File: src/ccs_pkg.sv
// package: register map, field positions, modes and timing for the can control block
package ccs_pkg;
  // register offsets (word index on the plain port)
  localparam logic [3:0] ADDR_CTRL1 = 4'h0;
  localparam logic [3:0] ADDR_CTRL2 = 4'h1;
  localparam logic [3:0] ADDR_VEC = 4'h2;
  localparam logic [3:0] ADDR_FCTRL = 4'h3;
  localparam logic [3:0] ADDR_FIFO = 4'h4;
  localparam logic [3:0] ADDR_INTF = 4'h5;
  localparam logic [3:0] ADDR_INTE = 4'h6;
  localparam logic [3:0] ADDR_INTCLR = 4'h7;
  // control one field positions
  localparam int BIT_STOP_IDLE = 13;
  localparam int BIT_ABORT = 12;
  localparam int BIT_CLK_SEL = 11;
  localparam int POS_REQ = 8;
  localparam int POS_REP = 5;
  localparam int BIT_CAPTURE = 3;
  localparam int BIT_WINDOW = 0;
  // error state, flag, vector and fifo field positions, masks and limits
  localparam int BIT_TX_OFF = 13;
  localparam int POS_INTF_FLAGS = 0;
  localparam int POS_HIT_NUM = 8;
  localparam int POS_FIFO_START = 0;
  localparam int POS_WR_PTR = 8;
  localparam logic [15:0] CTRL1_RW_MASK = 16'h3f09;
  localparam logic [7:0] FLAG_MASK = 8'hef;
  localparam logic [4:0] CMP_COUNT_MAX = 5'h11;
  localparam logic [4:0] HIT_MAX = 5'h0f;
  // flag bit numbers
  localparam int F_TB = 0;
  localparam int F_RX_BUF = 1;
  localparam int F_OVF = 2;
  localparam int F_FIFO = 3;
  localparam int F_ERR = 5;
  localparam int F_WAK = 6;
  localparam int F_IVR = 7;
  // interrupt source codes
  localparam logic [6:0] IC_NONE = 7'h40;
  localparam logic [6:0] IC_ERR = 7'h41;
  localparam logic [6:0] IC_WAK = 7'h42;
  localparam logic [6:0] IC_OVF = 7'h43;
  localparam logic [6:0] IC_FIFO = 7'h44;
  // bus idle: recessive bits needed before a mode change
  localparam logic [3:0] IDLE_BITS = 4'hb;
  typedef enum logic [2:0] {
    CCS_NORMAL = 3'h0,
    CCS_DISABLE = 3'h1,
    CCS_LOOP = 3'h2,
    CCS_LISTEN = 3'h3,
    CCS_CONFIG = 3'h4,
    CCS_RSV5 = 3'h5,
    CCS_RSV6 = 3'h6,
    CCS_LISTEN_ALL = 3'h7
  } ccs_mode_t;
  // event inputs from the protocol engine
  typedef struct packed {
    logic invalid_msg;
    logic wake;
    logic error;
    logic fifo_almost_full;
    logic rx_overflow;
    logic rx_done;
    logic tx_done;
    logic [3:0] rx_buf;
    logic [2:0] tx_buf;
  } ccs_evt_t;
  // error state inputs
  typedef struct packed {
    logic tx_off;
    logic tx_passive;
    logic rx_passive;
    logic tx_warn;
    logic rx_warn;
  } ccs_err_t;
endpackage

File: src/ccs_sync.sv
// three-flop synchroniser with agreement filter for pin inputs
`timescale 1ns/1ps
`default_nettype none
module ccs_sync (
  input wire logic ref_clk_i,
  input wire logic rst_n_i,
  input wire logic async_i,
  output logic level_o
);
  logic s1, s2, s3, level;
  logic next_level;
  // update the filtered level once the two later stages agree
  always_comb begin
    next_level = level;
    if (s2 == s3) begin
      next_level = s2;
    end
  end
  // recessive (high) after reset
  always_ff @(posedge ref_clk_i or negedge rst_n_i) begin
    if (!rst_n_i) begin
      s1 <= 1'b1;
      s2 <= 1'b1;
      s3 <= 1'b1;
      level <= 1'b1;
    end else begin
      s1 <= async_i;
      s2 <= s1;
      s3 <= s2;
      level <= next_level;
    end
  end
  assign level_o = level;
endmodule
`default_nettype wire

File: src/ccs_ctrl.sv
// control, status and interrupt logic of the can controller
//
// Contract
// - loopback ties internal tx to internal rx
// - loopback releases tx and rx pins
// - stop-in-idle halts module in chip idle
// - abort-all signals buffers, self-clears when done
// - clock select one picks instruction clock
// - mode request codes, reserved ones ignored
// - mode report shows active mode, resets configuration
// - mode change waits for eleven recessive bits
// - capture enable pulses capture on receive
// - window select maps filters or buffers
// - compare count limited to valid codes
// - filter hit reports matching filter 0-15
// - interrupt code identifies pending source other than invalid message
// - fifo start selects first fifo buffer
// - request only when flag and enable set
`timescale 1ns/1ps
`default_nettype none
module ccs_ctrl (
  input wire logic ref_clk_i,
  input wire logic rst_n_i,
  input wire logic [3:0] addr_i,
  input wire logic [15:0] wdata_i,
  input wire logic wr_i,
  input wire logic rd_i,
  output logic [15:0] rdata_o,
  input wire logic rx_pin_i,
  input wire logic core_tx_i,
  output logic core_rx_o,
  output logic tx_pin_o,
  output logic tx_pin_oe_n_o,
  output logic pins_to_port_o,
  input wire logic bit_tick_i,
  input wire logic chip_idle_i,
  output logic module_run_o,
  output logic abort_req_o,
  input wire logic abort_done_i,
  output logic clk_sel_instr_o,
  output logic window_filter_o,
  output logic [4:0] cmp_count_o,
  input wire logic [4:0] cmp_count_set_i,
  input wire logic cmp_count_load_i,
  output logic [4:0] fifo_start_o,
  output logic [2:0] buf_count_o,
  input wire logic [4:0] filter_hit_i,
  input wire logic [5:0] fifo_wptr_i,
  input wire logic [5:0] fifo_rptr_i,
  input wire ccs_pkg::ccs_err_t err_i,
  input wire ccs_pkg::ccs_evt_t evt_i,
  output logic capture_o,
  output ccs_pkg::ccs_mode_t mode_o,
  output logic irq_o
);
  // filtered bus level
  logic rx_sync;
  ccs_sync u_sync (
    .ref_clk_i(ref_clk_i),
    .rst_n_i(rst_n_i),
    .async_i(rx_pin_i),
    .level_o(rx_sync)
  );

  // register state
  logic stop_idle, abort_all, clk_sel, capture_en, win_sel;
  logic [2:0] mode_request;
  ccs_pkg::ccs_mode_t mode_report;
  logic [3:0] idle_cnt;
  logic [4:0] cmp_count, fifo_start, filter_hit;
  logic [2:0] buf_count;
  logic [7:0] flags, enables;
  logic [6:0] last_code;
  logic [15:0] rdata;
  logic capture;
  logic next_stop_idle, next_abort_all, next_clk_sel, next_capture_en, next_win_sel;
  logic [2:0] next_mode_request;
  ccs_pkg::ccs_mode_t next_mode_report;
  logic [3:0] next_idle_cnt;
  logic [4:0] next_cmp_count, next_fifo_start, next_filter_hit;
  logic [2:0] next_buf_count;
  logic [7:0] next_flags, next_enables, evt_set;
  logic [6:0] next_last_code, int_code;
  logic [15:0] next_rdata;
  logic next_capture, loop_on, bus_idle, halted;

  // reserved request codes are not stored
  function automatic logic req_ok(input logic [2:0] c);
    req_ok = (c != 3'h5) && (c != 3'h6);
  endfunction

  // priority encoder of pending enabled sources
  function automatic logic [6:0] code_of(input logic [7:0] p, input logic [6:0] buf_code);
    if (p[ccs_pkg::F_ERR]) begin
      code_of = ccs_pkg::IC_ERR;
    end else if (p[ccs_pkg::F_WAK]) begin
      code_of = ccs_pkg::IC_WAK;
    end else if (p[ccs_pkg::F_OVF]) begin
      code_of = ccs_pkg::IC_OVF;
    end else if (p[ccs_pkg::F_FIFO]) begin
      code_of = ccs_pkg::IC_FIFO;
    end else if (p[ccs_pkg::F_RX_BUF] || p[ccs_pkg::F_TB]) begin
      code_of = buf_code;
    end else begin
      code_of = ccs_pkg::IC_NONE;
    end
  endfunction

  assign loop_on = (mode_report == ccs_pkg::CCS_LOOP);
  assign bus_idle = (idle_cnt == ccs_pkg::IDLE_BITS);
  assign halted = stop_idle && chip_idle_i;
  // loopback path and pin release
  assign core_rx_o = loop_on ? core_tx_i : rx_sync;
  assign pins_to_port_o = loop_on || (mode_report == ccs_pkg::CCS_DISABLE);
  assign tx_pin_o = core_tx_i;
  assign tx_pin_oe_n_o = pins_to_port_o || (mode_report == ccs_pkg::CCS_LISTEN) ||
                         (mode_report == ccs_pkg::CCS_CONFIG);
  assign int_code = code_of(flags & enables, last_code);

  // control register next state
  always_comb begin
    next_stop_idle = stop_idle;
    next_abort_all = abort_all;
    next_clk_sel = clk_sel;
    next_capture_en = capture_en;
    next_win_sel = win_sel;
    next_mode_request = mode_request;
    next_mode_report = mode_report;
    next_idle_cnt = idle_cnt;
    next_cmp_count = cmp_count;
    next_fifo_start = fifo_start;
    next_buf_count = buf_count;
    next_filter_hit = filter_hit;
    // a done report clears abort first, so a fresh abort write still wins
    if (abort_all && abort_done_i) begin
      next_abort_all = 1'b0;
    end
    if (wr_i && addr_i == ccs_pkg::ADDR_CTRL1) begin
      next_stop_idle = wdata_i[ccs_pkg::BIT_STOP_IDLE];
      next_abort_all = next_abort_all | wdata_i[ccs_pkg::BIT_ABORT];
      next_clk_sel = wdata_i[ccs_pkg::BIT_CLK_SEL];
      if (req_ok(wdata_i[ccs_pkg::POS_REQ +: 3])) begin
        next_mode_request = wdata_i[ccs_pkg::POS_REQ +: 3];
      end
      next_capture_en = wdata_i[ccs_pkg::BIT_CAPTURE];
      next_win_sel = wdata_i[ccs_pkg::BIT_WINDOW];
    end
    if (wr_i && addr_i == ccs_pkg::ADDR_FCTRL) begin
      next_fifo_start = wdata_i[ccs_pkg::POS_FIFO_START +: 5];
      next_buf_count = wdata_i[15:13];
    end
    if (cmp_count_load_i && cmp_count_set_i <= ccs_pkg::CMP_COUNT_MAX) begin
      next_cmp_count = cmp_count_set_i;
    end
    // filter number is taken only from a receive that is not halted
    if (evt_i.rx_done && !halted && filter_hit_i <= ccs_pkg::HIT_MAX) begin
      next_filter_hit = filter_hit_i;
    end
    // count recessive bits; any dominant restarts the count
    if (!rx_sync) begin
      next_idle_cnt = 4'h0;
    end else if (bit_tick_i && !bus_idle) begin
      next_idle_cnt = idle_cnt + 4'h1;
    end
    if (bus_idle && !halted) begin
      next_mode_report = ccs_pkg::ccs_mode_t'(mode_request);
    end
  end

  // control registers
  always_ff @(posedge ref_clk_i or negedge rst_n_i) begin
    if (!rst_n_i) begin
      stop_idle <= 1'b0;
      abort_all <= 1'b0;
      clk_sel <= 1'b0;
      capture_en <= 1'b0;
      win_sel <= 1'b0;
      mode_request <= ccs_pkg::CCS_CONFIG;
      mode_report <= ccs_pkg::CCS_CONFIG;
      idle_cnt <= 4'h0;
      cmp_count <= 5'h00;
      fifo_start <= 5'h00;
      buf_count <= 3'h0;
      filter_hit <= 5'h00;
    end else begin
      stop_idle <= next_stop_idle;
      abort_all <= next_abort_all;
      clk_sel <= next_clk_sel;
      capture_en <= next_capture_en;
      win_sel <= next_win_sel;
      mode_request <= next_mode_request;
      mode_report <= next_mode_report;
      idle_cnt <= next_idle_cnt;
      cmp_count <= next_cmp_count;
      fifo_start <= next_fifo_start;
      buf_count <= next_buf_count;
      filter_hit <= next_filter_hit;
    end
  end

  // interrupt flags, enables, capture and read data
  always_comb begin
    evt_set = 8'h00;
    evt_set[ccs_pkg::F_IVR] = evt_i.invalid_msg;
    evt_set[ccs_pkg::F_WAK] = evt_i.wake;
    evt_set[ccs_pkg::F_ERR] = evt_i.error;
    evt_set[ccs_pkg::F_FIFO] = evt_i.fifo_almost_full;
    evt_set[ccs_pkg::F_OVF] = evt_i.rx_overflow;
    evt_set[ccs_pkg::F_RX_BUF] = evt_i.rx_done;
    evt_set[ccs_pkg::F_TB] = evt_i.tx_done;
    if (halted) begin
      evt_set = 8'h00;
    end
    next_flags = flags;
    next_enables = enables;
    next_last_code = last_code;
    if (wr_i && addr_i == ccs_pkg::ADDR_INTF) begin
      next_flags = flags & wdata_i[7:0];
    end
    if (wr_i && addr_i == ccs_pkg::ADDR_INTCLR) begin
      next_flags = flags & ~wdata_i[7:0];
    end
    next_flags = (next_flags | evt_set) & ccs_pkg::FLAG_MASK;
    if (wr_i && addr_i == ccs_pkg::ADDR_INTE) begin
      next_enables = wdata_i[7:0] & ccs_pkg::FLAG_MASK;
    end
    if (evt_set[ccs_pkg::F_RX_BUF]) begin
      next_last_code = {3'h0, evt_i.rx_buf};
    end else if (evt_set[ccs_pkg::F_TB]) begin
      next_last_code = {4'h0, evt_i.tx_buf};
    end
    next_capture = capture_en && evt_set[ccs_pkg::F_RX_BUF];
    next_rdata = 16'h0000;
    if (rd_i) begin
      case (addr_i)
        ccs_pkg::ADDR_CTRL1: begin
          next_rdata = {2'h0, stop_idle, abort_all, clk_sel, mode_request, mode_report,
                        1'b0, capture_en, 2'h0, win_sel};
        end
        ccs_pkg::ADDR_CTRL2: begin
          next_rdata = {11'h000, cmp_count};
        end
        ccs_pkg::ADDR_VEC: begin
          next_rdata = {3'h0, filter_hit, 1'b0, int_code};
        end
        ccs_pkg::ADDR_FCTRL: begin
          next_rdata = {buf_count, 8'h00, fifo_start};
        end
        ccs_pkg::ADDR_FIFO: begin
          next_rdata = {2'h0, fifo_wptr_i, 2'h0, fifo_rptr_i};
        end
        ccs_pkg::ADDR_INTF: begin
          next_rdata = {2'h0, err_i.tx_off, err_i.tx_passive, err_i.rx_passive,
                        err_i.tx_warn, err_i.rx_warn, err_i.tx_warn | err_i.rx_warn,
                        flags};
        end
        ccs_pkg::ADDR_INTE: begin
          next_rdata = {8'h00, enables};
        end
        default: begin
          next_rdata = 16'h0000;
        end
      endcase
    end
  end

  // flag and read registers
  always_ff @(posedge ref_clk_i or negedge rst_n_i) begin
    if (!rst_n_i) begin
      flags <= 8'h00;
      enables <= 8'h00;
      last_code <= 7'h00;
      capture <= 1'b0;
      rdata <= 16'h0000;
    end else begin
      flags <= next_flags;
      enables <= next_enables;
      last_code <= next_last_code;
      capture <= next_capture;
      rdata <= next_rdata;
    end
  end

  // outputs
  assign irq_o = |(flags & enables);
  assign rdata_o = rdata;
  assign capture_o = capture;
  assign mode_o = mode_report;
  assign module_run_o = !halted && (mode_report != ccs_pkg::CCS_DISABLE);
  assign abort_req_o = abort_all;
  assign clk_sel_instr_o = clk_sel;
  assign window_filter_o = win_sel;
  assign cmp_count_o = cmp_count;
  assign fifo_start_o = fifo_start;
  assign buf_count_o = buf_count;

  // checks
  chk_loop_route: assert property (@(posedge ref_clk_i) disable iff (!rst_n_i)
    loop_on |-> (core_rx_o == core_tx_i)) else $error("loopback route broken");
  chk_loop_pins: assert property (@(posedge ref_clk_i) disable iff (!rst_n_i)
    loop_on |-> pins_to_port_o && tx_pin_oe_n_o) else $error("pins not released");
  chk_idle_halt: assert property (@(posedge ref_clk_i) disable iff (!rst_n_i)
    (stop_idle && chip_idle_i && evt_i.rx_done && !flags[ccs_pkg::F_RX_BUF])
    |=> !flags[ccs_pkg::F_RX_BUF]) else $error("event taken in idle");
  chk_abort_clear: assert property (@(posedge ref_clk_i) disable iff (!rst_n_i)
    (abort_all && abort_done_i && !(wr_i && addr_i == ccs_pkg::ADDR_CTRL1 && wdata_i[ccs_pkg::BIT_ABORT]))
    |=> !abort_req_o) else $error("abort not cleared");
  chk_mode_wait: assert property (@(posedge ref_clk_i) disable iff (!rst_n_i)
    $changed(mode_report) |-> $past(idle_cnt) == ccs_pkg::IDLE_BITS) else $error("mode changed busy");
  chk_no_rsv_mode: assert property (@(posedge ref_clk_i) disable iff (!rst_n_i)
    req_ok(mode_report)) else $error("reserved mode");
  chk_cap_event: assert property (@(posedge ref_clk_i) disable iff (!rst_n_i)
    (capture_en && evt_i.rx_done && !halted) |=> capture_o) else $error("capture missed");
  chk_flag_set: assert property (@(posedge ref_clk_i) disable iff (!rst_n_i)
    (evt_i.error && !halted) |=> flags[ccs_pkg::F_ERR]) else $error("flag lost");
  chk_irq_none: assert property (@(posedge ref_clk_i) disable iff (!rst_n_i)
    !irq_o |-> int_code == ccs_pkg::IC_NONE) else $error("code not none");
  chk_count_range: assert property (@(posedge ref_clk_i) disable iff (!rst_n_i)
    cmp_count <= ccs_pkg::CMP_COUNT_MAX) else $error("invalid compare count");
  chk_hit_range: assert property (@(posedge ref_clk_i) disable iff (!rst_n_i)
    filter_hit <= ccs_pkg::HIT_MAX) else $error("reserved filter number");
  chk_abort_hold: assert property (@(posedge ref_clk_i) disable iff (!rst_n_i)
    (abort_all && !abort_done_i) |=> abort_req_o) else $error("abort dropped early");
  chk_mode_hold: assert property (@(posedge ref_clk_i) disable iff (!rst_n_i)
    !bus_idle |=> $stable(mode_report)) else $error("mode moved on busy bus");
  chk_req_keep: assert property (@(posedge ref_clk_i) disable iff (!rst_n_i)
    (wr_i && addr_i == ccs_pkg::ADDR_CTRL1 && !req_ok(wdata_i[ccs_pkg::POS_REQ +: 3]))
    |=> $stable(mode_request)) else $error("reserved request stored");
  chk_cap_off: assert property (@(posedge ref_clk_i) disable iff (!rst_n_i)
    !capture_en |=> !capture_o) else $error("capture while disabled");
  // flag write semantics: zero clears, one keeps
  chk_clear_zero: assert property (@(posedge ref_clk_i) disable iff (!rst_n_i)
    (wr_i && addr_i == ccs_pkg::ADDR_INTF && !wdata_i[ccs_pkg::F_ERR] && !evt_i.error)
    |=> !flags[ccs_pkg::F_ERR]) else $error("flag not cleared by zero");
  chk_write_keeps: assert property (@(posedge ref_clk_i) disable iff (!rst_n_i)
    (wr_i && addr_i == ccs_pkg::ADDR_INTF && wdata_i[ccs_pkg::F_WAK] && flags[ccs_pkg::F_WAK])
    |=> flags[ccs_pkg::F_WAK]) else $error("flag lost on write one");
  cov_loop: cover property (@(posedge ref_clk_i) disable iff (!rst_n_i) $rose(loop_on));
  cov_irq: cover property (@(posedge ref_clk_i) disable iff (!rst_n_i) $rose(irq_o));
  cov_abort: cover property (@(posedge ref_clk_i) disable iff (!rst_n_i) $fell(abort_all));
  cov_halt: cover property (@(posedge ref_clk_i) disable iff (!rst_n_i) halted && evt_i.rx_done);
  cov_mode_move: cover property (@(posedge ref_clk_i) disable iff (!rst_n_i) $changed(mode_report));
endmodule
`default_nettype wire

File: config.mk
export PLATFORM = sky130hd
export DESIGN_NAME = ccs_ctrl
export DESIGN_NICKNAME = d
export VERILOG_FILES = /design/src/ccs_pkg.sv /design/src/ccs_sync.sv /design/src/ccs_ctrl.sv
export SDC_FILE = /design/constraint.sdc
export NUM_CORES = 1
export LEC_CHECK = 0
export BUFFER_PORTS_ARGS = -buffer_cell sky130_fd_sc_hd__buf_2
export CORE_MARGIN = 2
export CORE_UTILIZATION = 40
export CTS_BUF_LIST = sky130_fd_sc_hd__clkbuf_4 sky130_fd_sc_hd__clkbuf_8 sky130_fd_sc_hd__clkbuf_16
export DETAILED_ROUTE_END_ITERATION = 6
export PLACE_DENSITY_LB_ADDON = 0.08
export SYNTH_ARGS = -nofsm -noshare
export SYNTH_HDL_FRONTEND = slang
export SYNTH_HIERARCHICAL = 1
export SYNTH_SLANG_ARGS = --single-unit
File: constraint.sdc
create_clock -name ref_clk_i -period 1.3 [get_ports ref_clk_i]
set_input_delay 0.065 -clock ref_clk_i [delete_from_list [all_inputs] [get_ports ref_clk_i]]
set_output_delay 0.065 -clock ref_clk_i [all_outputs]
set_load 0.02 [all_outputs]
# ---- Word-level counts from Yosys, hierarchy flattened
# Cells that the tools add are included.
dict set report totals {
  output_inout_bits 42
  register_bits 75
  elab_cells 90
}
dict set report op_classes {
  n_reduce_logical 25
  muxes 17
  bitwise 7
  order_cmp 2
  addsub 1
  eq_ne 17
}
# op n
set op_table {}
lappend op_table {{case mux 16 bit (7 select lines)} 1}
lappend op_table {{two-way mux 7 bit} 7}
lappend op_table {{bitwise AND 8 bit} 3}
lappend op_table {{two-way mux 8 bit} 3}
lappend op_table {{equality test 4 x 3 -> 1 bit, second input constant} 4}
lappend op_table {{two-way mux 16 bit} 1}
lappend op_table {{logical AND 1 bit} 15}
lappend op_table {{equality test 4 x 2 -> 1 bit, second input constant} 2}
lappend op_table {{two-way mux 4 bit} 2}
lappend op_table {{inverter 8 bit} 1}
lappend op_table {{OR 8 bit} 1}
lappend op_table {{OR reduction 8 bit} 1}
lappend op_table {{equality test 3 x 2 -> 1 bit, second input constant} 2}
lappend op_table {{!= test 3 bit, second input constant} 2}
lappend op_table {{<= comparator 5 x 4 -> 1 bit, second input constant} 1}
lappend op_table {{<= comparator 5 bit, second input constant} 1}
lappend op_table {{adder 4 x 1 -> 4 bit, second input constant} 1}
lappend op_table {{equality test 4 x 1 -> 1 bit, second input constant} 1}
lappend op_table {{equality test 4 bit, second input constant} 1}
lappend op_table {{zero test 4 bit} 1}
lappend op_table {{logical OR 1 bit} 4}
lappend op_table {{equality test 3 x 1 -> 1 bit, second input constant} 1}
lappend op_table {{equality test 3 bit, second input constant} 1}
lappend op_table {{two-way mux 1 bit} 3}
lappend op_table {{7 further kinds} 9}

# ---- Depth between registers and ports, before layout
# Gate-level depths: netlist of the first run.
dict set report logic_depth {
  word_depth 9
  mapped_depth 6
  ltp_nobuf 5
}

# ---- Hierarchy
# The synthesis of the first run kept the hierarchy.
# module seq_area_each_um2 area_each_um2 n_inst cells_per_inst
set modules_own_cells {}
lappend modules_own_cells {ccs_ctrl 1704.1 3271.9 1 297}
lappend modules_own_cells {ccs_sync 105.1 116.4 1 5}

# ---- Worst setup path after synthesis of the first run
# Ideal clock, no wire load.
dict set report synth_path {
  path_kind {reg2reg}
  from {register stop_idle}
  to {register filter_hit[0]}
  slack_ps -61
  stages_incl_launch_ff 5
  n_path_buf 0
  setup_time_ps 125
  arrival_time_ps 1236
  cell_sequence {dfrtp_1 -> nand2_1 -> nand2_1 -> nor2_1 -> mux2_2}
}
dict set report synth_via {
  elab_chain_len 4
}
# element line_no
set synth_lines {}
lappend synth_lines {{start, declared} ccs_ctrl.sv:66} ;# logic stop_idle, abort_all, clk_sel, capture_en, win_sel;
lappend synth_lines {{start signal, assigned} ccs_ctrl.sv:186} ;# stop_idle <= next_stop_idle;
lappend synth_lines {{logical AND 1 bit} ccs_ctrl.sv:111} ;# assign halted = stop_idle && chip_idle_i;
lappend synth_lines {{zero test 1 bit} ccs_ctrl.sv:156} ;# if (evt_i.rx_done && !halted && filter_hit_i <= ccs_pkg::HIT_MAX) begin
lappend synth_lines {{logical AND 1 bit (2 in a row)} ccs_ctrl.sv:156}
lappend synth_lines {{end signal, assigned} ccs_ctrl.sv:197} ;# filter_hit <= next_filter_hit;
lappend synth_lines {{end, declared} ccs_ctrl.sv:70} ;# logic [4:0] cmp_count, fifo_start, filter_hit;
# Every way passes these cells.
# A chain may end at the register's enable or synchronous reset.

# ---- Worst setup path after layout of the first run
dict set report layout_path {
  from {register enables[6]}
  to {output port irq_o}
}
dict set report layout_via {
  elab_chain_len 2
}
# element line_no
set layout_lines {}
lappend layout_lines {{start, declared} ccs_ctrl.sv:72} ;# logic [7:0] flags, enables;
lappend layout_lines {{start signal, assigned} ccs_ctrl.sv:277} ;# enables <= next_enables;
lappend layout_lines {{bitwise AND 8 bit} ccs_ctrl.sv:285} ;# assign irq_o = |(flags & enables);
lappend layout_lines {{OR reduction 8 bit} ccs_ctrl.sv:285}
lappend layout_lines {{end, declared} ccs_ctrl.sv:54} ;# output logic irq_o
# Every way passes these cells.

==> results of run 1 <==
==> per-layer routing <==
layer,global-route usage,vias up,wire (um)
met2,0.348,91,4750
li1,-,1500,-
met5,0,-,0
met3,0.0360,12,528
met4,0.0821,0,148
met1,0.309,1530,4420
==> cell usage after synthesis, types with 3 or more instances <==
cell / n
inv_1: 4
nor2b_1: 4
and3_1: 5
nand2_1: 40
nand3b_1: 3
o21ai_0: 14
a21oi_1: 21
dfrtp_1: 66
a22o_1: 3
xor2_1: 7
a222oi_1: 3
mux2i_1: 4
nor2_1: 10
dfstp_2: 6
mux2_2: 31
a31oi_1: 4
o22ai_1: 8
buf_2: 6
and2_1: 4
a22oi_1: 14
nand3_1: 8
xnor2_1: 5
==> cell type report <==
type,instances,share of cell area
well taps,105,0.0253
flip-flops and latches,72,0.349
clock inverters,5,0.0200
inverters,4,0.00290
repair buffers,196,0.260
multi-input cells,215,0.314
clock buffers,11,0.0280
==> per-stage QoR <==
stage | setup WS, ns | TNS [ns]
floorplan | 0.000538 | 0
global placement | -0.00227 | -0.00737
detailed placement | -0.0505 | -0.248
CTS | -0.285 | -0.979
global route | -0.382 | -2.02
finish | -0.265 | -1.08
==> worst paths after layout <==
check                                start              end  slack (ns)  depth (start not counted)
worst min-delay path            wdata_i[1]  fifo_start_o[1]       0.006                          2
worst max register to register  enables[6]       rdata_o[6]       -0.08                          6
worst min register to register   u_sync/s1        u_sync/s2        0.36                          0
worst max-delay path            enables[6]            irq_o       -0.27                          4
min in group asynchronous          rst_n_i      rdata_o[15]        0.13                          2
max in group asynchronous          rst_n_i  mode_request[1]        0.66                          3
==> kinds of logic after synthesis <==
kind of cell	Yosys count	synth area share
and+or+nand+nor	89	0.143
AOI/OAI and AO/OA	77	0.147
DFF	72	0.534
muxes	35	0.115
buffers and inverters	15	0.0233
xor gates and xnor gates	12	0.0310
adders and majority gates	2	0.00702
==> cells in the final DEF, fill, tap and decap left out, types with 6 or more instances in the layout <==
cell type      count
a21oi_1           18
a22oi_1           14
buf_2            106
buf_4             45
buf_6              9
clkbuf_8          10
dfrtp_1           65
dfstp_2            6
dlygate4sd3_1     34
mux2_2            27
nand2_1           37
nor2_1             7
o21ai_0           13
o22ai_1            8
xor2_1             7
==> registers in the layout (all words and copies together), names as in the netlist, 3 cells and up <==
name          flops
cmp_count_o       5
fifo_start_o      5
mode_o            3
flags             7
idle_cnt          4
mode_request      3
buf_count_o       3
last_code         4
filter_hit        5
rdata_o          16
enables           7
==> what timing repair did <==
| item | CTS | global route |
|---|---|---|
| hold buffers | 33 | 1 |
| pin swaps | 7 | 9 |
| setup endpoints to repair | 12 | 19 |
| setup buffers | 7 | 5 |
| gates resized for setup | 29 | 12 |
| endpoints found under the hold margin | 105 | 1 |
==> power by group <==
| part | total [mW] | internal, mW | switching, mW | leakage (nW) |
|---|---|---|---|---|
| Sequential | 2.69 | 2.50 | 0.189 | 0.883 |
| Clock | 2.18 | 1.35 | 0.830 | 0.127 |
| Combinational | 1.40 | 0.701 | 0.695 | 1.44 |
==> flow_metrics.py, run 1 <==
metrics = {
    "power": {
        "p_leak_nw": 2.45,
        "peakVddDrop_mv": 0.883,
        "powerDensity_mw_per_mm2": 1210,
        "power.total_mw": 6.26,
    },
    "hold_path": {
        "holdCritPathClass": "in -> reg",
    },
    "final_layout": {
        "nets": 570,
        "final_area_mm2": 0.00518,
        "drive_above_1_share": 0.487,
        "nFillCells": 704,
        "area_growth_pct": 53.0,
        "fin_cells": 608,
        "fin_util": 0.631,
        "antennaDiodeCount": 0,
        "seqCellArea_mm2": 0.00181,
        "multi_input_area_mm2": 0.00163,
    },
    "placement": {
        "dp_hpwl_um": 7230,
        "placed_cells": 548,
        "post_dp_cell_area_mm2": 0.00436,
        "gp_congestion": 0.874,
        "numPortBuffers": 112,
    },
    "logic_synthesis": {
        "synth_top_area_share": 0.487,
        "synth_edf_count": 0,
        "seq_area_frac_synth": 0.534,
        "synth_area_leaders": "dfrtp_1, mux2_2, dfstp_2",
        "ys_warn_count": 6,
        "async_reset_ff_frac": 1.00,
        "synth_cells": 302,
        "syn_area_mm2": 0.00339,
        "yosys.area.top_type": "dfrtp_1",
        "syn_nets": 374,
        "synth-main-ff-cell": "dfrtp_1",
        "yosysUniqueCellTypes": 46,
        "syn_avg_cell_area_um2": 11.2,
        "yosys_register_bits": 72,
    },
    "grt": {
        "grt_pass1_wl_um": 15100,
        "track_usage": 0.222,
        "first_global_vias": 3006,
        "antenna_found_initial": 0,
        "grt_overflow_total": 0,
        "grt_max_degree": 30,
    },
    "die": {
        "fp-row-count": 33,
        "pin_count": 113,
        "fp.dieW_um": 96.0,
        "initial_core_util": 0.412,
        "die_area_mm2": 0.00922,
        "fp.coreArea_mm2": 0.00822,
        "die_y_um": 96.0,
    },
    "critical_path": {
        "crit_fanout": 4,
        "crit_path_start_kind": "flip-flop",
        "crit_buf_inv": 2,
        "cp.required_ns": 1.24,
        "cp_data_arrival_time_ns": 1.50,
        "crit_path_end_kind": "output pin",
        "cp_slowest_stage_delay_ns": 0.41,
        "critical_path.cell_chain": "a222oi_1 > buf_4 > nand4_1 > buf_2",
        "critPathKind": "reg -> out",
        "crit_slowest_cell": "dfrtp_1",
        "crit_family": "flip-flops",
    },
    "timing": {
        "rsz0062_at_grt": "true",
        "fin_crit_sh": 1.20,
        "maxSlewViolCount": 0,
        "slew_headroom": 0.781,
        "hold_viol": 0,
        "holdWs_ns": 0.00555,
        "worst_slew_pin_slew_ns": 0.328,
        "finalSetupViolCount": 12,
        "skew_ns": 0.00876,
        "fmax_ghz": 0.639,
        "post-route-min-period_ns": 1.57,
        "fin_ws_ns": -0.265,
    },
    "route": {
        "dr.first_iter.drc_count": 220,
        "wl_per_cell_um": 16.2,
        "drt.antenna.violating_nets": 0,
        "first_pass_iters": 5,
        "wl_um": 9850,
        "drc": 0,
        "avgViaCountPerCell": 5.15,
        "dr_total_vias": 3133,
    },
    "run": {
        "maxCapViolations": 0,
    },
    "clock_tree": {
        "cts_tree": "yes",
        "path_clk_slew_ns": 0.08,
        "clock-sinks": 72,
        "clock-root-buffer": "clkbuf_8",
        "worstSkewPairLatency_ns": 0.34,
        "htreeDepth": 3,
        "cts_buffer_depth": 2,
        "cts_buffers": 9,
    },
    "run_status": {
        "violations": "negative setup slack",
        "status": "complete, but fails checks",
    },
}
(Power assumes the default switching activity.)
==> run 2, diff against run 1 <==
- CORE_MARGIN: 2 -> 8
==> flow_metrics.py, run 2 (synthesized netlist as in run 1, its figures left out) <==
metrics = {
    "grt": {
        "track_usage": 0.184,
        "antenna_found_initial": 0,
        "grt_overflow_total": 0,
        "grt_pass1_wl_um": 16900,
        "grt_max_degree": 31,
        "first_global_vias": 3397,
    },
    "clock_tree": {
        "clock-sinks": 72,
        "cts_buffers": 9,
        "cts_buffer_depth": 2,
        "cts_tree": "yes",
        "worstSkewPairLatency_ns": 0.34,
        "htreeDepth": 3,
        "path_clk_slew_ns": 0.07,
        "clock-root-buffer": "clkbuf_8",
    },
    "timing": {
        "worst_slew_pin_slew_ns": 0.422,
        "maxSlewViolCount": 0,
        "skew_ns": 0.00872,
        "tns_ns": -1.16,
        "finalSetupViolCount": 12,
        "hold_viol": 0,
        "slew_headroom": 0.719,
        "fin_ws_ns": -0.284,
        "fmax_ghz": 0.631,
        "fin_crit_sh": 1.22,
        "holdWs_ns": 0.0129,
        "post-route-min-period_ns": 1.58,
        "rsz0062_at_grt": "true",
    },
    "hold_path": {
        "hold_start": "err_i[2]",
        "holdCritPathClass": "in -> reg",
        "whs_path_depth": 3,
        "hold-path-endpoint": "rdata_o[11]",
    },
    "run_status": {
        "status": "complete, but fails checks",
        "violations": "negative setup slack",
    },
    "final_layout": {
        "drive_above_1_share": 0.480,
        "largest_reg_flops": 16,
        "layout_common_cells": "buf_2, dfrtp_1, buf_4, nand2_1, dlygate4sd3_1",
        "area_growth_pct": 54.1,
        "fin_cells": 609,
        "fin_util": 0.635,
        "final_common_cell": "buf_2",
        "antennaDiodeCount": 0,
        "nets": 572,
    },
    "die": {
        "initial_core_util": 0.412,
        "fp.coreArea_mm2": 0.00822,
        "fp-row-count": 33,
        "die_y_um": 108,
        "fp.dieW_um": 108,
        "pin_count": 113,
        "die_area_mm2": 0.0117,
    },
    "critical_path": {
        "cp_data_arrival_time_ns": 1.52,
        "rr_endpoint": "mode_o[1]",
        "r2r-start": "idle_cnt[0]",
        "critPathKind": "reg -> out",
        "crit_fanout": 2,
        "crit_path_start_kind": "flip-flop",
        "crit_path_end_kind": "output pin",
        "r2r_cells": 4,
        "regToRegSetupSlack_ns": -0.08,
        "cp.required_ns": 1.24,
    },
    "route": {
        "drt.antenna.violating_nets": 0,
        "avgViaCountPerCell": 5.07,
        "dr_total_vias": 3090,
        "drc": 0,
        "first_pass_iters": 4,
        "dr.first_iter.drc_count": 102,
        "wl_per_cell_um": 17.5,
        "wl_um": 10600,
    },
    "placement": {
        "placed_cells": 545,
        "place_ws_ns": -0.0646,
        "dp_hpwl_um": 7800,
        "numPortBuffers": 112,
        "gp_congestion": 0.831,
    },
    "power": {
        "powerDensity_mw_per_mm2": 1170,
        "p_leak_nw": 2.46,
        "peakVddDrop_mv": 0.691,
    },
    "run": {
        "maxCapViolations": 0,
    },
}
-- run 2: cell count changes in the layout (fill, tap and decap cells not counted), sizes merged --
cell         before  now
bufinv            3    2
dlygate4sd3      34   37
clkbuf           11   10
buf             162  161
clkinvlp          0    1
-- run 2: how the worst max path moves through the flow --
stage | from | endpoint | slack [ns] | cells after the start
2_1_floorplan | stop_idle | filter_hit[0] | 0.0005 | 4
4_1_cts | enables[6] | irq_o | -0.30 | 4
3_5_place_dp | addr_i[1] | mode_request[1] | -0.06 | 6
5_1_grt | flags[6] | irq_o | -0.38 | 4
6_report | flags[6] | irq_o | -0.28 | 4
3_3_place_gp | flags[6] | rdata_o[2] | -0.02 | 4
-- run 2: metal layers --
metal  GRT usage  wire (um)  up-vias  share of wire
li1            -          -     1509              -
met1       0.228       4500     1499           0.42
met2       0.307       5500       78           0.52
met3      0.0500        581        4          0.055
met4      0.0535         68        0         0.0064
met5           0          0        -              0
-- run 2: cell type report --
class | count | area, um^2
fillers | 686 | 3000
flip-flops and latches | 72 | 1810
multi-input cells | 215 | 1650
repair buffers | 198 | 1390
clock buffers | 10 | 138
well taps | 105 | 131
clock inverters | 5 | 81.3
inverters | 4 | 15.0
-- run 2: power by group --
part	leakage (nW)	internal, mW	total, mW	switching (mW)
sequential	0.884	2.50	2.68	0.185
clock	0.108	1.12	1.95	0.828
combinational	1.46	0.731	1.45	0.720
-- run 2: timing repair --
item / CTS / global route
cloned: 0 / 0
pin swaps: 9 / 14
gates resized for setup: 28 / 18
setup endpoints to repair: 13 / 26
endpoints found under the hold margin: 65 / 0
buffers inserted: 10 / 2
hold buffers: 37 / 0
-- run 2: worst max-delay path: stages, from the launching register on --
cell and delay, ns:
dfrtp_1 0.39, a222oi_1 0.34, buf_4 0.17, nand4_1 0.11, buf_6 0.17
-- run 2: per-stage QoR --
step	area [um^2]	total power, mW
CTS	5130	6.09
global route	5220	6.40
floorplan	3390	3.36
detailed placement	4350	3.97
finish	5220	6.09
global placement	4350	3.95
==> run 3, diff against run 2 <==
- ABC_AREA: default -> 1
- CAP_MARGIN: default -> 15
==> flow_metrics.py, run 3 <==
metrics = {
    "run_status": {
        "status": "complete, but fails checks",
        "violations": "negative setup slack",
    },
    "clock_tree": {
        "clock-sinks": 72,
        "clock-root-buffer": "clkbuf_8",
        "cts_buffer_depth": 2,
        "cts_buffers": 9,
        "worstSkewPairLatency_ns": 0.35,
        "htreeDepth": 3,
        "path_clk_slew_ns": 0.08,
        "cts_tree": "yes",
    },
    "power": {
        "swShare": 0.301,
        "p_seq_frac": 0.442,
        "peakVddDrop_mv": 0.587,
        "combPwrFrac": 0.227,
        "p_leak_nw": 2.67,
        "intPower_mw": 4.27,
        "power.switching_mw": 1.83,
        "powerDensity_mw_per_mm2": 1190,
        "clkPwrFrac": 0.331,
    },
    "logic_synthesis": {
        "synth_top_area_share": 0.477,
        "synth_cells": 418,
        "yosysUniqueCellTypes": 34,
        "synth_area_leaders": "dfrtp_1, nand2_1, o21ai_0",
        "syn_area_mm2": 0.00346,
        "synth.area.mux_share": 0.0217,
        "ys_warn_count": 6,
        "synth_edf_count": 0,
        "yosys.area.top_type": "dfrtp_1",
        "yosys_register_bits": 72,
        "synthMostInstantiatedCell": "nand2_1",
        "synth_compound_gate_area_share": 0.124,
        "async_reset_ff_frac": 1.00,
        "synth-xor-area-share": 0.00253,
        "synthAdderAreaFrac": 0.00362,
        "yosys.area_share.simple": 0.254,
        "syn_nets": 490,
        "syn_avg_cell_area_um2": 8.28,
        "seq_area_frac_synth": 0.523,
        "synth-main-ff-cell": "dfrtp_1",
        "synth_top_family_by_area": "simple AND/OR/NAND/NOR gates",
        "netlist_top_cells_count": "nand2_1, dfrtp_1, inv_1, nor2_1, o21ai_0",
    },
    "grt": {
        "first_global_vias": 3444,
        "antenna_found_initial": 0,
        "grt_max_degree": 73,
        "track_usage": 0.189,
        "grt_overflow_total": 0,
        "grt_pass1_wl_um": 17400,
    },
    "final_layout": {
        "largest_reg_flops": 16,
        "nets": 677,
        "area_growth_pct": 47.8,
        "final_common_cell": "buf_2",
        "layout_common_cells": "buf_2, nand2_1, dfrtp_1, inv_1, nor2_1",
        "drive_above_1_share": 0.372,
        "fin_util": 0.598,
        "antennaDiodeCount": 0,
    },
    "die": {
        "fp.dieW_um": 109,
        "pin_count": 113,
        "fp-row-count": 34,
        "die_area_mm2": 0.0119,
        "fp.coreArea_mm2": 0.00855,
        "initial_core_util": 0.405,
        "die_y_um": 109,
    },
    "critical_path": {
        "critical_path.cell_chain": "inv_4 > nand2_4 > nor2_2 > a21oi_2 > buf_6",
        "cp_slowest_stage_delay_ns": 0.56,
        "crit_path_end_kind": "output pin",
        "crit_slowest_cell": "dfstp_2",
        "cp_data_arrival_time_ns": 1.34,
        "cp.required_ns": 1.24,
        "crit_family": "flip-flops",
        "critPathKind": "reg -> out",
        "crit_buf_inv": 2,
        "crit_fanout": 5,
        "crit_path_start_kind": "flip-flop",
    },
    "route": {
        "drt.antenna.violating_nets": 0,
        "wl_per_cell_um": 15.4,
        "avgViaCountPerCell": 4.79,
        "wl_um": 11100,
        "drc": 0,
        "dr_total_vias": 3441,
        "dr.first_iter.drc_count": 167,
        "first_pass_iters": 4,
    },
    "timing": {
        "fin_ws_ns": -0.100,
        "finalSetupViolCount": 5,
        "hold_viol": 0,
        "skew_ns": 0.0110,
        "fmax_ghz": 0.714,
        "slew_headroom": 0.674,
        "post-route-min-period_ns": 1.40,
        "maxSlewViolCount": 0,
        "worst_slew_pin_slew_ns": 0.489,
        "rsz0062_at_grt": "true",
        "fin_crit_sh": 1.08,
    },
    "placement": {
        "place_ws_ns": -0.0723,
        "dp_hpwl_um": 7890,
        "gp_congestion": 0.912,
        "numPortBuffers": 112,
    },
    "hold_path": {
        "holdCritPathClass": "in -> reg",
    },
    "run": {
        "maxCapViolations": 0,
    },
}
run 3: cell types whose count changed after synthesis, sizes merged, moves of 19 or more:
cell	change
nand2	+76
o21ai	+32
nand3	+19
inv	+47
mux2	-25
nor2	+42
run 3: cell families (layout without fill, tap and decap cells):
| kind of cell | after synthesis | count (layout) |
|---|---|---|
| and+or+nand+nor | 203 | 203 |
| buffers and inverters | 59 | 251 |
| xor gates and xnor gates | 1 | 1 |
| DFF | 72 | 72 |
| adders and majority gates | 1 | 1 |
| muxes | 6 | 6 |
| AOI/OAI and AO/OA | 76 | 76 |
run 3: timing repair:
action,CTS,global route
setup endpoints to repair,13,21
buffers inserted,14,8
hold endpoints to repair,103,0
pin swaps,5,9
hold buffers,37,0
resized for setup,24,24
run 3: layout make-up:
class / count / area [um^2]
fillers: 770 / 3440
flip-flops and latches: 72 / 1810
multi-input cells: 287 / 1520
repair buffers: 184 / 1230
inverters: 51 / 194
clock buffers: 11 / 145
well taps: 108 / 135
clock inverters: 5 / 80.1
run 3: path summary, 6_finish.rpt:
path / slack, ns / cells past startpoint / from / to
max: -0.10 / 5 / mode_o[2] / core_rx_o
min: 0.001 / 3 / evt_i[0] / last_code[0]
max reg2reg: 0.04 / 6 / idle_cnt[1] / idle_cnt[1]
min reg2reg: 0.36 / 0 / u_sync/s1 / u_sync/s2
max in group asynchronous: 0.69 / 3 / rst_n_i / u_sync/s1
min in group asynchronous: 0.27 / 3 / rst_n_i / fifo_start_o[3]
run 3: worst reg2reg max path: stages, from the launching register on:
cell     delay, ns
dfrtp_1       0.37
ha_2          0.23
nand2_4       0.08
o21ai_4       0.20
buf_4         0.13
nand2_1       0.06
a21oi_2       0.12
run 3: per-stage QoR:
| stage | total power [mW] | instances | cell area, um^2 | hold slack (ns) | setup TNS [ns] |
|---|---|---|---|---|---|
| 4_1_cts | 6.06 | 710 | 4970 | 0.000351 | -0.270 |
| 6_report | 6.10 | 718 | 5110 | 0.00101 | -0.265 |
| 3_3_place_gp | 3.85 | 643 | 4210 | 0.122 | -0.113 |
| 3_5_place_dp | 3.87 | 643 | 4210 | 0.125 | -0.333 |
| 2_1_floorplan | 3.36 | 418 | 3460 | -0.231 | -0.0326 |
| 5_1_grt | 6.40 | 718 | 5110 | 0.00823 | -0.679 |
run 3: per-layer routing:
layer	part of all wire	track usage
met3	0.046	0.0337
met4	0.016	0.0714
met1	0.44	0.242
met5	0	0
met2	0.50	0.311
run 3: power groups by stage:
stage | Sequential [mW] | Combinational (mW) | Clock, mW
6_report | 2.70 | 1.38 | 2.02
5_1_grt | 2.72 | 1.52 | 2.15
4_1_cts | 2.69 | 1.31 | 2.05
2_1_floorplan | 2.84 | 0.515 | 0
3_3_place_gp | 2.74 | 1.11 | 0
3_5_place_dp | 2.74 | 1.13 | 0
